## config.mk

```make
export PLATFORM = sky130hd
export DESIGN_NAME = spcsp_front
export DESIGN_NICKNAME = d
export VERILOG_FILES = /design/src/verilog/spcsp_front.v
export VERILOG_INCLUDE_DIRS = /design/src /design/src/verilog
export SDC_FILE = /design/constraint.sdc
export NUM_CORES = 1
export LEC_CHECK = 0
export BUFFER_PORTS_ARGS = -buffer_cell sky130_fd_sc_hd__clkbuf_2
export CAP_MARGIN = 0
export CORE_UTILIZATION = 25
export CTS_CLUSTER_SIZE = 30
export DETAILED_ROUTE_END_ITERATION = 7
export SYNTH_ARGS = -nofsm -noshare
export SYNTH_HDL_FRONTEND = slang
export SYNTH_SLANG_ARGS = --single-unit
```

## constraint.sdc

```tcl
create_clock -name CLK -period 4.49 [get_ports CLK]
set_clock_uncertainty 0.15 [all_clocks]
set_input_delay 0.449 -clock CLK [delete_from_list [all_inputs] [get_ports CLK]]
set_output_delay 0.449 -clock CLK [all_outputs]
set_load 0.02 [all_outputs]
```

## src/verilog/spcsp_defines.vh

```
// Purpose: constants for the serial command and status front end
// Assumes: included by the front end module only
// Notes:   status bit positions are within the 16-bit status word
`ifndef SPCSP_DEFINES_VH
`define SPCSP_DEFINES_VH
// command classes from the top two bits of the command byte
`define SPCSP_CLASS0        2'h0
`define SPCSP_CLASS1        2'h1
`define SPCSP_CLASS2        2'h2
`define SPCSP_CLASS3        2'h3
// class 0 opcodes handled in hardware
`define SPCSP_OP_PEEK       8'h04
`define SPCSP_OP_RCLR       8'h06
`define SPCSP_OP_PWUP       8'h02
// status word bit positions (byte 1 in the upper half)
`define SPCSP_B_RDY         0
`define SPCSP_B_CONV_RUN    1
`define SPCSP_B_TXT_EMPTY   2
`define SPCSP_B_TXT_FULL    3
`define SPCSP_B_AUDIO_ON    4
`define SPCSP_B_CONV_DONE   5
`define SPCSP_B_THR_EVT     6
`define SPCSP_B_WORD_EVT    7
`define SPCSP_B_IGNORED     8
`define SPCSP_B_ABBR_DONE   10
`define SPCSP_B_RB          15
// power-up latency
`define SPCSP_PWUP_NS       1000
`define SPCSP_CLK_NS        40
`define SPCSP_PWUP_CYC      ((`SPCSP_PWUP_NS + `SPCSP_CLK_NS - 1) / `SPCSP_CLK_NS)
// text buffer release space and data fifo depth
`define SPCSP_TEXT_BUFFER_FULL_FLAG_FREE     128
`define SPCSP_FIFO_DEPTH    8
`endif

```

## src/verilog/spcsp_front.v

```verilog
// Purpose: spi slave command front end: status shift, class decode, flow control
// Assumes: SCLK mode 0, msb first; SCLK, SS_N, MOSI asynchronous to CLK
// Notes:   firmware side is modelled by plain ports (events, text level, results)
`timescale 1ns/1ps
`include "spcsp_defines.vh"
module spcsp_front #(
  parameter PWUP_CYC = `SPCSP_PWUP_CYC,  // power-up latency in clocks
  parameter DEPTH    = `SPCSP_FIFO_DEPTH, // data fifo depth
  parameter TBW      = 9                  // text buffer level width
) (
  input  wire       CLK,          // system clock, 25 MHz
  input  wire       ARST_N,       // asynchronous reset, active low
  input  wire       SCLK,         // spi clock from host
  input  wire       SS_N,         // slave select, active low
  input  wire       MOSI,         // serial data in
  output reg        MISO,         // serial data out
  output wire       MISO_OE,      // miso driven while selected
  output wire       RB_OE,        // ready/busy open drain pull-down enable
  output wire       INT_OE,       // interrupt open drain pull-down enable
  output reg        CMD_VALID,    // pulse: class 1/3 command word to firmware
  output reg [15:0] CMD_WORD,     // command byte and data byte
  output reg        DATA_VALID,   // level: fifo byte available to firmware
  output reg  [7:0] DATA_BYTE,    // fifo head byte
  input  wire       DATA_TAKE,    // firmware pops a fifo byte
  input  wire       RES_VALID,    // pulse: result pair ready
  input  wire [15:0] RES_PAIR,    // word_pointer_high/low result pair
  input  wire       CONV_RUN,     // conversion running level
  input  wire       CONV_START,   // pulse: convert command starts
  input  wire       CONV_DONE,    // pulse: conversion finished
  input  wire       WORD_DONE,    // pulse: a word has been spoken
  input  wire       ABBR_DONE,    // pulse: abbreviation add/delete done
  input  wire       AUDIO_ON,     // digital audio port enabled level
  input  wire       CMD_BUSY,     // firmware still on previous command
  input  wire [TBW-1:0] TEXT_LEVEL, // text buffer fill in bytes
  input  wire [TBW-1:0] TEXT_THR,   // threshold from signalling config
  input  wire       THR_EN,       // threshold event enabled
  input  wire       WORD_EN,      // word event enabled
  output reg [15:0] WORD_PTR      // word pointer count
);
  localparam S_CMD  = 2'h0;  // command word in, status word out
  localparam S_DATA = 2'h1;  // class 2 bytes go into the fifo
  localparam S_WAIT = 2'h2;  // class 3 result pairs go out
  localparam S_DROP = 2'h3;  // rest of the frame is discarded
  localparam PW     = 12;    // power-up counter width

  // synchronisers: first stage read only by second stage
  reg [1:0] sclk_s;  // link clock synchroniser
  reg [1:0] ss_s;    // select synchroniser
  reg [1:0] mosi_s;  // serial data synchroniser
  reg       sclk_d;  // delayed link clock for edge finding
  always @(posedge CLK or negedge ARST_N) begin
    if (!ARST_N) begin
      sclk_s <= 2'h0;
      ss_s   <= 2'h3;
      mosi_s <= 2'h0;
      sclk_d <= 1'b0;
    end else begin
      sclk_s <= {sclk_s[0], SCLK};
      ss_s   <= {ss_s[0], SS_N};
      mosi_s <= {mosi_s[0], MOSI};
      sclk_d <= sclk_s[1];
    end
  end
  // edges count only inside a frame, so a stray clock while deselected is harmless
  wire sel  = ~ss_s[1];
  wire rise = sel & sclk_s[1] & ~sclk_d;
  wire fall = sel & ~sclk_s[1] & sclk_d;

  // sequencer, shifters and flag state
  reg  [1:0]    state;      // transaction sequencer
  reg  [2:0]    bitc;       // bit within the byte
  reg  [7:0]    shin;       // incoming byte
  reg  [15:0]   shout;      // outgoing status or result
  reg           second;     // second byte of a pair
  reg  [7:0]    cmd_byte;   // first byte of the command word
  reg           powered;    // power-up command seen
  reg  [PW-1:0] pw_cnt;     // power-up latency countdown
  reg           rdy;        // powered-ready flag
  reg           busy3;      // class 3 result pending
  reg  [15:0]   res;        // result pair, high byte first
  reg           txt_full;   // text buffer full, sticky
  reg           conv_flag;  // conversion finished event
  reg           thr_flag;   // fill fell back below threshold
  reg           word_flag;  // word spoken event
  reg           abbr_flag;  // abbreviation add or delete done
  reg           ign_flag;   // last command word was ignored
  reg           above;      // fill has been above threshold
  reg           intr;       // interrupt pending
  reg  [7:0]    fifo [0:DEPTH-1]; // data bytes towards firmware
  reg  [3:0]    wp;         // fifo write pointer, one extra wrap bit
  reg  [3:0]    rp;         // fifo read pointer, one extra wrap bit
  // extra pointer bit tells full from empty without a separate counter
  wire [3:0]  cnt  = wp - rp;
  wire        full = (cnt == DEPTH);
  wire        rb   = ~full & ~busy3;
  wire        byte_done = rise & (bitc == 3'h7);
  wire [7:0]  nb = {shin[6:0], mosi_s[1]};
  wire [1:0]  cls = cmd_byte[7:6];

  // status word, reserved bits tied to zero
  wire [15:0] status = {rb, 4'h0, abbr_flag, 1'b0, ign_flag,
                        word_flag, thr_flag, conv_flag, AUDIO_ON, txt_full,
                        (TEXT_LEVEL == {TBW{1'b0}}), CONV_RUN, rdy};

  assign MISO_OE = sel;
  assign RB_OE   = ~rb;
  assign INT_OE  = intr;

  // serial shifter and transaction sequencer
  always @(posedge CLK or negedge ARST_N) begin
    if (!ARST_N) begin
      state     <= S_CMD;
      bitc      <= 3'h0;
      shin      <= 8'h00;
      shout     <= 16'h0000;
      second    <= 1'b0;
      cmd_byte  <= 8'h00;
      MISO      <= 1'b0;
      wp        <= 4'h0;
      CMD_VALID <= 1'b0;
      CMD_WORD  <= 16'h0000;
      busy3     <= 1'b0;
      res       <= 16'h0000;
    end else begin
      CMD_VALID <= 1'b0;
      if (RES_VALID && busy3) begin
        busy3 <= 1'b0;
        res   <= RES_PAIR;
      end
      if (!sel) begin
        // select high ends everything, even mid byte; a pending result is
        // abandoned so that busy cannot outlive the frame that asked for it
        state  <= S_CMD;
        bitc   <= 3'h0;
        second <= 1'b0;
        busy3  <= 1'b0;
        shout <= status;
        MISO  <= status[15];
      end else begin
        if (fall) begin
          MISO  <= shout[15];
        end
        if (rise) begin
          shin  <= nb;
          bitc  <= bitc + 3'h1;
          shout <= {shout[14:0], 1'b0};
        end
        if (byte_done) begin
          second <= ~second;
          case (state)
            S_CMD: begin
              if (!second) begin
                cmd_byte <= nb;
              end else if (ignore_now(cls, powered, CMD_BUSY)) begin
                state <= S_DROP;
              end else if (cls == `SPCSP_CLASS0) begin
                state <= S_DROP;
              end else begin
                CMD_VALID <= (cls != `SPCSP_CLASS2);
                CMD_WORD  <= {cmd_byte, nb};
                if (cls == `SPCSP_CLASS1) state <= S_DROP;
                else if (cls == `SPCSP_CLASS2) state <= S_DATA;
                else begin
                  state <= S_WAIT;
                  busy3 <= 1'b1;
                end
              end
              if (second && cls == `SPCSP_CLASS3 && !ignore_now(cls, powered, CMD_BUSY))
                shout <= 16'h0000;
              else if (second)
                shout <= status;
            end
            S_DATA: begin
              if (rb) begin
                fifo[wp[2:0]] <= nb;
                wp <= wp + 4'h1;
              end
              if (second) shout <= status;
            end
            S_WAIT: begin
              if (second) begin
                busy3 <= 1'b1;
                shout <= 16'h0000;
              end else begin
                shout <= {res[7:0], 8'h00};
              end
            end
            default: state <= S_DROP;
          endcase
        end
        // busy3 cleared means result is loaded for the coming pair
        // the first result bit must already stand on the pin before the first
        // rise, since the last fall of the command word drove a zero
        if (state == S_WAIT && !busy3 && bitc == 3'h0 && !second && !rise) begin
          shout <= {res[15:8], res[7:0]};
          MISO  <= res[15];
        end
      end
    end
  end

  // non class 0 ignored when firmware busy or while powered down
  function ignore_now(input [1:0] c, input p, input b);
    begin
      ignore_now = (c != `SPCSP_CLASS0) && (!p || b);
    end
  endfunction

  // fifo read side to firmware
  always @(posedge CLK or negedge ARST_N) begin
    if (!ARST_N) begin
      rp         <= 4'h0;
      DATA_VALID <= 1'b0;
      DATA_BYTE  <= 8'h00;
    end else begin
      // head byte is looked ahead so that a pop shows the next byte at once
      if (DATA_TAKE && cnt != 4'h0) rp <= rp + 4'h1;
      DATA_VALID <= (cnt != 4'h0) && !(DATA_TAKE && cnt == 4'h1);
      DATA_BYTE  <= (DATA_TAKE && cnt != 4'h0) ? fifo[rp[2:0] + 3'h1] : fifo[rp[2:0]];
    end
  end

  // class 0 hardware commands, power-up latency and sticky flags
  wire cmd_end = byte_done && state == S_CMD && second;
  wire rclr    = cmd_end && cmd_byte == `SPCSP_OP_RCLR;
  always @(posedge CLK or negedge ARST_N) begin
    if (!ARST_N) begin
      powered   <= 1'b0;
      pw_cnt    <= {PW{1'b0}};
      rdy       <= 1'b0;
      txt_full  <= 1'b0;
      conv_flag <= 1'b0;
      thr_flag  <= 1'b0;
      word_flag <= 1'b0;
      abbr_flag <= 1'b0;
      ign_flag  <= 1'b0;
      above     <= 1'b0;
      intr      <= 1'b0;
      WORD_PTR  <= 16'h0000;
    end else begin
      // power-up latency: ready rises a fixed count after the power-up word
      if (cmd_end && cmd_byte == `SPCSP_OP_PWUP && !powered) begin
        powered <= 1'b1;
        pw_cnt  <= PWUP_CYC[PW-1:0];
      end else if (powered && !rdy) begin
        if (pw_cnt <= {{(PW-1){1'b0}}, 1'b1}) rdy <= 1'b1;
        else pw_cnt <= pw_cnt - {{(PW-1){1'b0}}, 1'b1};
      end
      // ignored flag is refreshed by every command word, class 0 included
      if (cmd_end) ign_flag <= ignore_now(cls, powered, CMD_BUSY);
      // full holds until 128 bytes are free again, so the host sees no flicker
      if (TEXT_LEVEL == {TBW{1'b1}}) txt_full <= 1'b1;
      else if ({1'b0, ~TEXT_LEVEL} >= `SPCSP_TEXT_BUFFER_FULL_FLAG_FREE) txt_full <= 1'b0;
      // a new conversion restarts the pointer, a spoken word advances it
      if (CONV_START && !CONV_RUN) WORD_PTR <= 16'h0000;
      else if (WORD_DONE) WORD_PTR <= WORD_PTR + 16'h0001;
      // threshold tracking: equal level keeps the last side
      if (TEXT_LEVEL > TEXT_THR) above <= 1'b1;
      else if (TEXT_LEVEL < TEXT_THR) above <= 1'b0;
      // set wins over the read-and-clear, so no event is lost in that cycle
      conv_flag <= CONV_DONE | (conv_flag & ~rclr);
      thr_flag  <= (above & (TEXT_LEVEL < TEXT_THR)) | (thr_flag & ~rclr);
      word_flag <= (WORD_DONE & WORD_EN) | (word_flag & ~rclr);
      abbr_flag <= ABBR_DONE | (abbr_flag & ~rclr);
      // interrupt pin follows only the enabled events
      intr <= (above & (TEXT_LEVEL < TEXT_THR) & THR_EN) |
              (WORD_DONE & WORD_EN) | (intr & ~rclr);
    end
  end
endmodule // spcsp_front
```

**Yosys cells after proc, flatten, opt, wreduce, memory -nomap -nowiden**

Memory sizes are Yosys's and may differ from the RTL's.
Index checks and enable logic that the tools add are counted.
W data, S select, Z words.

- Bitwise operators: 32
- Muxes and demuxes: 54
- Order comparisons: 4
- Add/subtract/negate cells: 7
- Reduce and logical (&&, ||, !) cells: 49
- Equality and inequality tests: 15

Operator list:

| operator | number |
|---|---|
| $mux W16 | 9 |
| $pmux W16 S3 | 1 |
| $mux W12 | 3 |
| $mux W1 | 29 |
| $logic_and A1 B1 Y1 | 19 |
| $add A16 B1 Y16 const B | 1 |
| $and A1 B1 Y1 | 14 |
| $mux W2 | 7 |
| $reduce_bool A2 Y1 | 7 |
| $le A12 B1 Y1 const B | 1 |
| $sub A12 B1 Y12 const B | 1 |
| $not A1 Y1 | 11 |
| $eq A9 B9 Y1 const B | 1 |
| $ge A9 B8 Y1 const B | 1 |
| $gt A9 B9 Y1 | 1 |
| $logic_not A9 Y1 | 1 |
| $lt A9 B9 Y1 | 1 |
| $not A9 Y9 | 1 |
| $add A4 B1 Y4 const B | 2 |
| $eq A8 B2 Y1 const B | 1 |
| $eq A8 B3 Y1 const B | 1 |
| $logic_not A1 Y1 | 8 |
| $mux W8 | 1 |
| $reduce_and A4 Y1 | 2 |
| 23 further kinds | 37 |

- Input bits: 50
- Output and inout port bits: 46
- Bits in writable memories: 64
- Flip-flop bits (word level): 134
- Word-level logic and storage cells: 193
- Memories kept: 1

Memory list:

| name | depth | bits a word | rd ports | clocked after Yosys merged registers in | wr ports | RTL line | source |
|---|---|---|---|---|---|---|---|
| fifo | 8 | 8 | 2 | 0 | 1 | spcsp_front.v:89 | `reg [7:0] fifo [0:DEPTH-1];` |

**Depth between registers and ports, before layout**

- Depth in word-level cells: 10
- Mapped depth: 11
- Mapped depth without buffers: 9

**Worst setup path before layout**

Ideal clock, no wire load.

- Kind: register to register
- Start point: register rp[1]
- End point: memory fifo[0][0] (enable)
- Arrival time: 3.025 ns
- Library setup time: 0.395 ns
- Path slack: 0.920 ns
- Stages on the path, launching flop included: 10
- Clock period less this slack: 3.570 ns
- Data required time: 3.945 ns
- Buffers on the path: 2
- Cells stage by stage: dfrtp_1 clkbuf_1 buf_2 inv_1 fa_1 xor2_1 nor3b_1 a31oi_2 nand2_2 nor4_1

- Longest elaborated chain between the ends: 10

RTL lines:

| item | RTL line | source |
|---|---|---|
| from (decl) | spcsp_front.v:91 | `reg [3:0] rp;` |
| from (signal assigned) | spcsp_front.v:217 | `if (DATA_TAKE && cnt != 4'h0) rp <= rp + 4'h1;` |
| $sub A4 B4 Y4 | spcsp_front.v:93 | `wire [3:0] cnt = wp - rp;` |
| $eq A4 B4 Y1 | spcsp_front.v:94 | `wire full = (cnt == DEPTH);` |
| $not A1 Y1 | spcsp_front.v:95 | `wire rb = ~full & ~busy3;` |
| $and A1 B1 Y1 | spcsp_front.v:95 |  |
| $mux W1 | spcsp_front.v:174 | `if (rb) begin` |
| $mux W1 | spcsp_front.v:150 | `case (state)` |
| $mux W1 | spcsp_front.v:148 | `if (byte_done) begin` |
| $mux W1 | spcsp_front.v:130 | `if (!sel) begin` |
| $logic_and A1 B1 Y1 (implied by the code) | spcsp_front.v:175 | `fifo[wp[2:0]] <= nb;` |
| $mux W1 (implied by the code) | spcsp_front.v:175 |  |
| to (decl) | spcsp_front.v:89 |  |

Every way passes these cells.

**Final worst setup path**

- Start point: register rp[1]
- End point: output RB_OE

- Longest elaborated chain between the ends: 5

RTL lines:

| item | RTL line | source |
|---|---|---|
| $sub A4 B4 Y4 | spcsp_front.v:93 |  |
| $eq A4 B4 Y1 | spcsp_front.v:94 |  |
| $not A1 Y1 | spcsp_front.v:95 |  |
| $and A1 B1 Y1 | spcsp_front.v:95 |  |
| $not A1 Y1 | spcsp_front.v:106 | `assign RB_OE = ~rb;` |
| to (decl) | spcsp_front.v:18 | `output wire RB_OE,` |

Every way passes these cells.

==> impl_metrics.toml <==
[setup_path]
crit_arrival_ns = 3.21
crit_fanout = 20
required_ns = 3.89
crit_type = "flip-flop to output pin"
endpoint_kind = "output pin"
startpoint_type = "flip-flop"

[clock_network]
clock_latency_ns = 0.44
cts_max_path_buffers = 2
cts_sinks = 198
clock-root-buffer = "clkbuf_16"
path_clk_slew_ns = 0.07
numCtsBuffers = 17
cts_tree = "yes"
post_cts_buffers = 0
cts_max_level = 4

[finish]
drive_gt1_share_pct = 27.7
layout.cells.non_filler = 1359
diodes = 0
utilization_pct = 29.8
area_delta_synth_final_pct = 17.7
finalInstanceArea_um2 = 11200
fin_nets = 910

[timing]
hold_viol_final = 0
relSlewSlack_pct = 33.9
slew_violations = 0
setup_tns_ns = 0
fmax_mhz = 263
hold_slack_ns = 0.0531
finalSetupViolations = 0
tightest_slew_ns = 0.991
rsz0062_at_grt = "false"
fin_crit_ns = 3.80
period_share_pct = 84.7

[yosys]
synth-seq-area-share_pct = 55.6
ys_ff_latch = 198
syn_area_um2 = 9500
yosys_warnings = 0
ys_async_sr_fraction_pct = 67.7
syn_area_per_cell_um2 = 13.0
syn_inst = 733
synth_ff_type = "dfrtp_1"
synth_edf_count = 64
ys_types = 76
postSynthNetCount = 808

[power]
p_sw_uw = 1590
power_frac_comb_pct = 26.1
peakVddDrop_v = 0.000231
power_frac_clock_pct = 30.7
intPower_uw = 3480
swShare_pct = 31.4
power_density_nw_per_um2 = 453
p_leak_uw = 0.00469
power_frac_seq_pct = 43.2

[placement]
dpl.cell_count = 1323
hpwl_um = 15900
io_buffers = 95
gp_congestion = 0.794
placed_cell_area_um2 = 10500

[global_routing]
grt_pass1_vias = 6121
grt_overflow_total = 0
grt_pass1_wl_um = 35100
grt_usage_pct = 11.9
grt_max_degree = 71
antenna_found_initial = 0

[detailed_routing]
dr.pass1.iters = 4
drt_wl_total_um = 22200
vias_per_cell = 4.55
vias = 6190
drt-initial-drc-count = 383
ant_nets = 0
avgRoutedWirePerCell_um = 16.3
drc_errors = 0

[floorplan]
rows = 71
core_area_um2 = 37500
initial_utilization_pct = 25.3
dieArea_um2 = 38800
die_width_um = 197
fp.dieH_um = 197
pin_count = 96

[worst_hold_path]
hold_class = "input port to flip-flop"

[run_status]
outcome = "finished clean"

[job]
max_cap_viol_count = 0
[power by group through the flow]
stage / logic [µW] / clock network, µW / registers, µW
CTS: 1350 / 1610 / 2190
detailed placement: 1340 / 0 / 2230
finish: 1320 / 1560 / 2190
floorplan: 1010 / 0 / 2190
global route: 1450 / 1680 / 2210
global placement: 1320 / 0 / 2230
[path summary, 6_finish.rpt]
kind	start	to	slack, ns	depth (start not counted)
hold / removal	CONV_DONE	conv_flag	0.05	2
min in group asynchronous	ARST_N	WORD_PTR[7]	0.43	2
setup / recovery	rp[1]	RB_OE	0.69	7
max in group asynchronous	ARST_N	cmd_byte[6]	2.41	3
hold reg to reg	mosi_s[0]	mosi_s[1]	0.20	0
setup reg to reg	rp[1]	fifo[0][2]	1.06	8
[kinds of logic (layout without fill, tap and decap cells)]
kind of cell    after synthesis  after routing  share of synthesized area (%)
compound gates              102            102                           7.88
xor+xnor                     32             32                           2.95
fa+ha+maj                    25             25                           3.37
buf+inv                      58            173                           2.92
flops                       198            198                           55.6
simple gates                222            222                           12.4
mux                          96             96                           14.9
[area by class of cell]
cell class                 instances  area [µm²]
tap                              511         639
timing repair buffer             112         619
sequential                       198        5280
inverter                          29         109
clock buffer                      18         429
fill                            3801       26300
multi-input combinational        477        3940
clock inverter                    14         165
[worst max-delay path, cell delays in order, from the launching register on]
cell	delay, ns
dfrtp_1	0.91
inv_1	0.20
fa_1	0.45
xor2_1	0.19
nor3b_1	0.44
a31oi_2	0.25
inv_1	0.15
clkbuf_2	0.18
[cell usage after synthesis (4+ instances only)]
cell	instances	area (µm²)
o221a_2	5	56.3
inv_1	27	101
nor2b_1	13	81.3
and3_1	6	37.5
nor4_1	9	56.3
xor2_1	13	114
nand3_1	15	75.1
nor3_1	18	90.1
dfrtp_1	132	3300
clkbuf_1	10	37.5
xnor2_1	19	166
a21o_1	4	30.0
mux2_1	10	113
a211oi_1	10	75.1
a21oi_1	27	135
mux2i_1	19	190
edfxtp_1	64	1920
buf_6	5	56.3
nand2_1	56	210
ha_1	24	300
nand2b_1	9	56.3
mux2_2	35	394
a2bb2oi_1	7	61.3
buf_2	12	60.1
nand4_1	11	68.8
nor2_1	51	191
or3_1	4	25.0
mux4_2	32	721
a221o_1	7	70.1
o21ai_0	14	70.1
[stage by stage]
stage	total power [µW]	setup WS, ns
2_1_floorplan	3210	0.920
3_3_place_gp	3540	1.16
3_5_place_dp	3570	1.10
4_1_cts	5150	0.674
5_1_grt	5330	0.519
6_report	5070	0.685
[cells in the final DEF, fill, tap and decap left out, types with 4 or more instances in the layout]
master,netlist,routed
and3_1,6,6
nand2b_1,9,9
xnor2_1,19,19
xor2_1,13,13
mux2i_1,19,19
a221o_1,7,7
clkbuf_16,0,17
dfrtp_1,132,132
nor2_1,51,51
nor3_1,18,18
nor2b_1,13,13
nand4_1,11,11
mux4_2,32,32
nor4_1,9,9
dlygate4sd3_1,0,4
nand3_1,15,15
a211oi_1,10,10
nand2_1,56,56
a2bb2oi_1,7,7
o221a_2,5,5
a21o_1,4,4
a21oi_1,27,27
mux2_1,10,10
ha_1,24,24
inv_8,0,7
or3_1,4,4
buf_4,2,13
inv_1,27,27
mux2_2,35,35
edfxtp_1,64,64
o21ai_0,14,14
clkbuf_2,0,94
[routing by layer]
layer | vias up | global-route usage (%) | routed length, µm
met2 | 130 | 18.9 | 10700
met4 | 0 | 4.36 | 384
li1 | 2920 | - | -
met5 | - | 0 | 0
met1 | 3121 | 15.5 | 9940
met3 | 19 | 2.98 | 1150
[sequential cells by signal, indices dropped and copies added, names as in the netlist, 2 cells and up]
name and flops:
fifo 64, CMD_WORD 16, WORD_PTR 16, res 16, shout 16, pw_cnt 12
DATA_BYTE 8, cmd_byte 8, shin 7, rp 4, wp 4, bitc 3
mosi_s 2, sclk_s 2, ss_s 2, state 2
[what timing repair did]
action                    in CTS  in global routing
resized for setup              0                  0
hold buffers                   4                  0
hold endpoints to repair      67                  0
No activity file was read; power rests on OpenSTA's default activity.
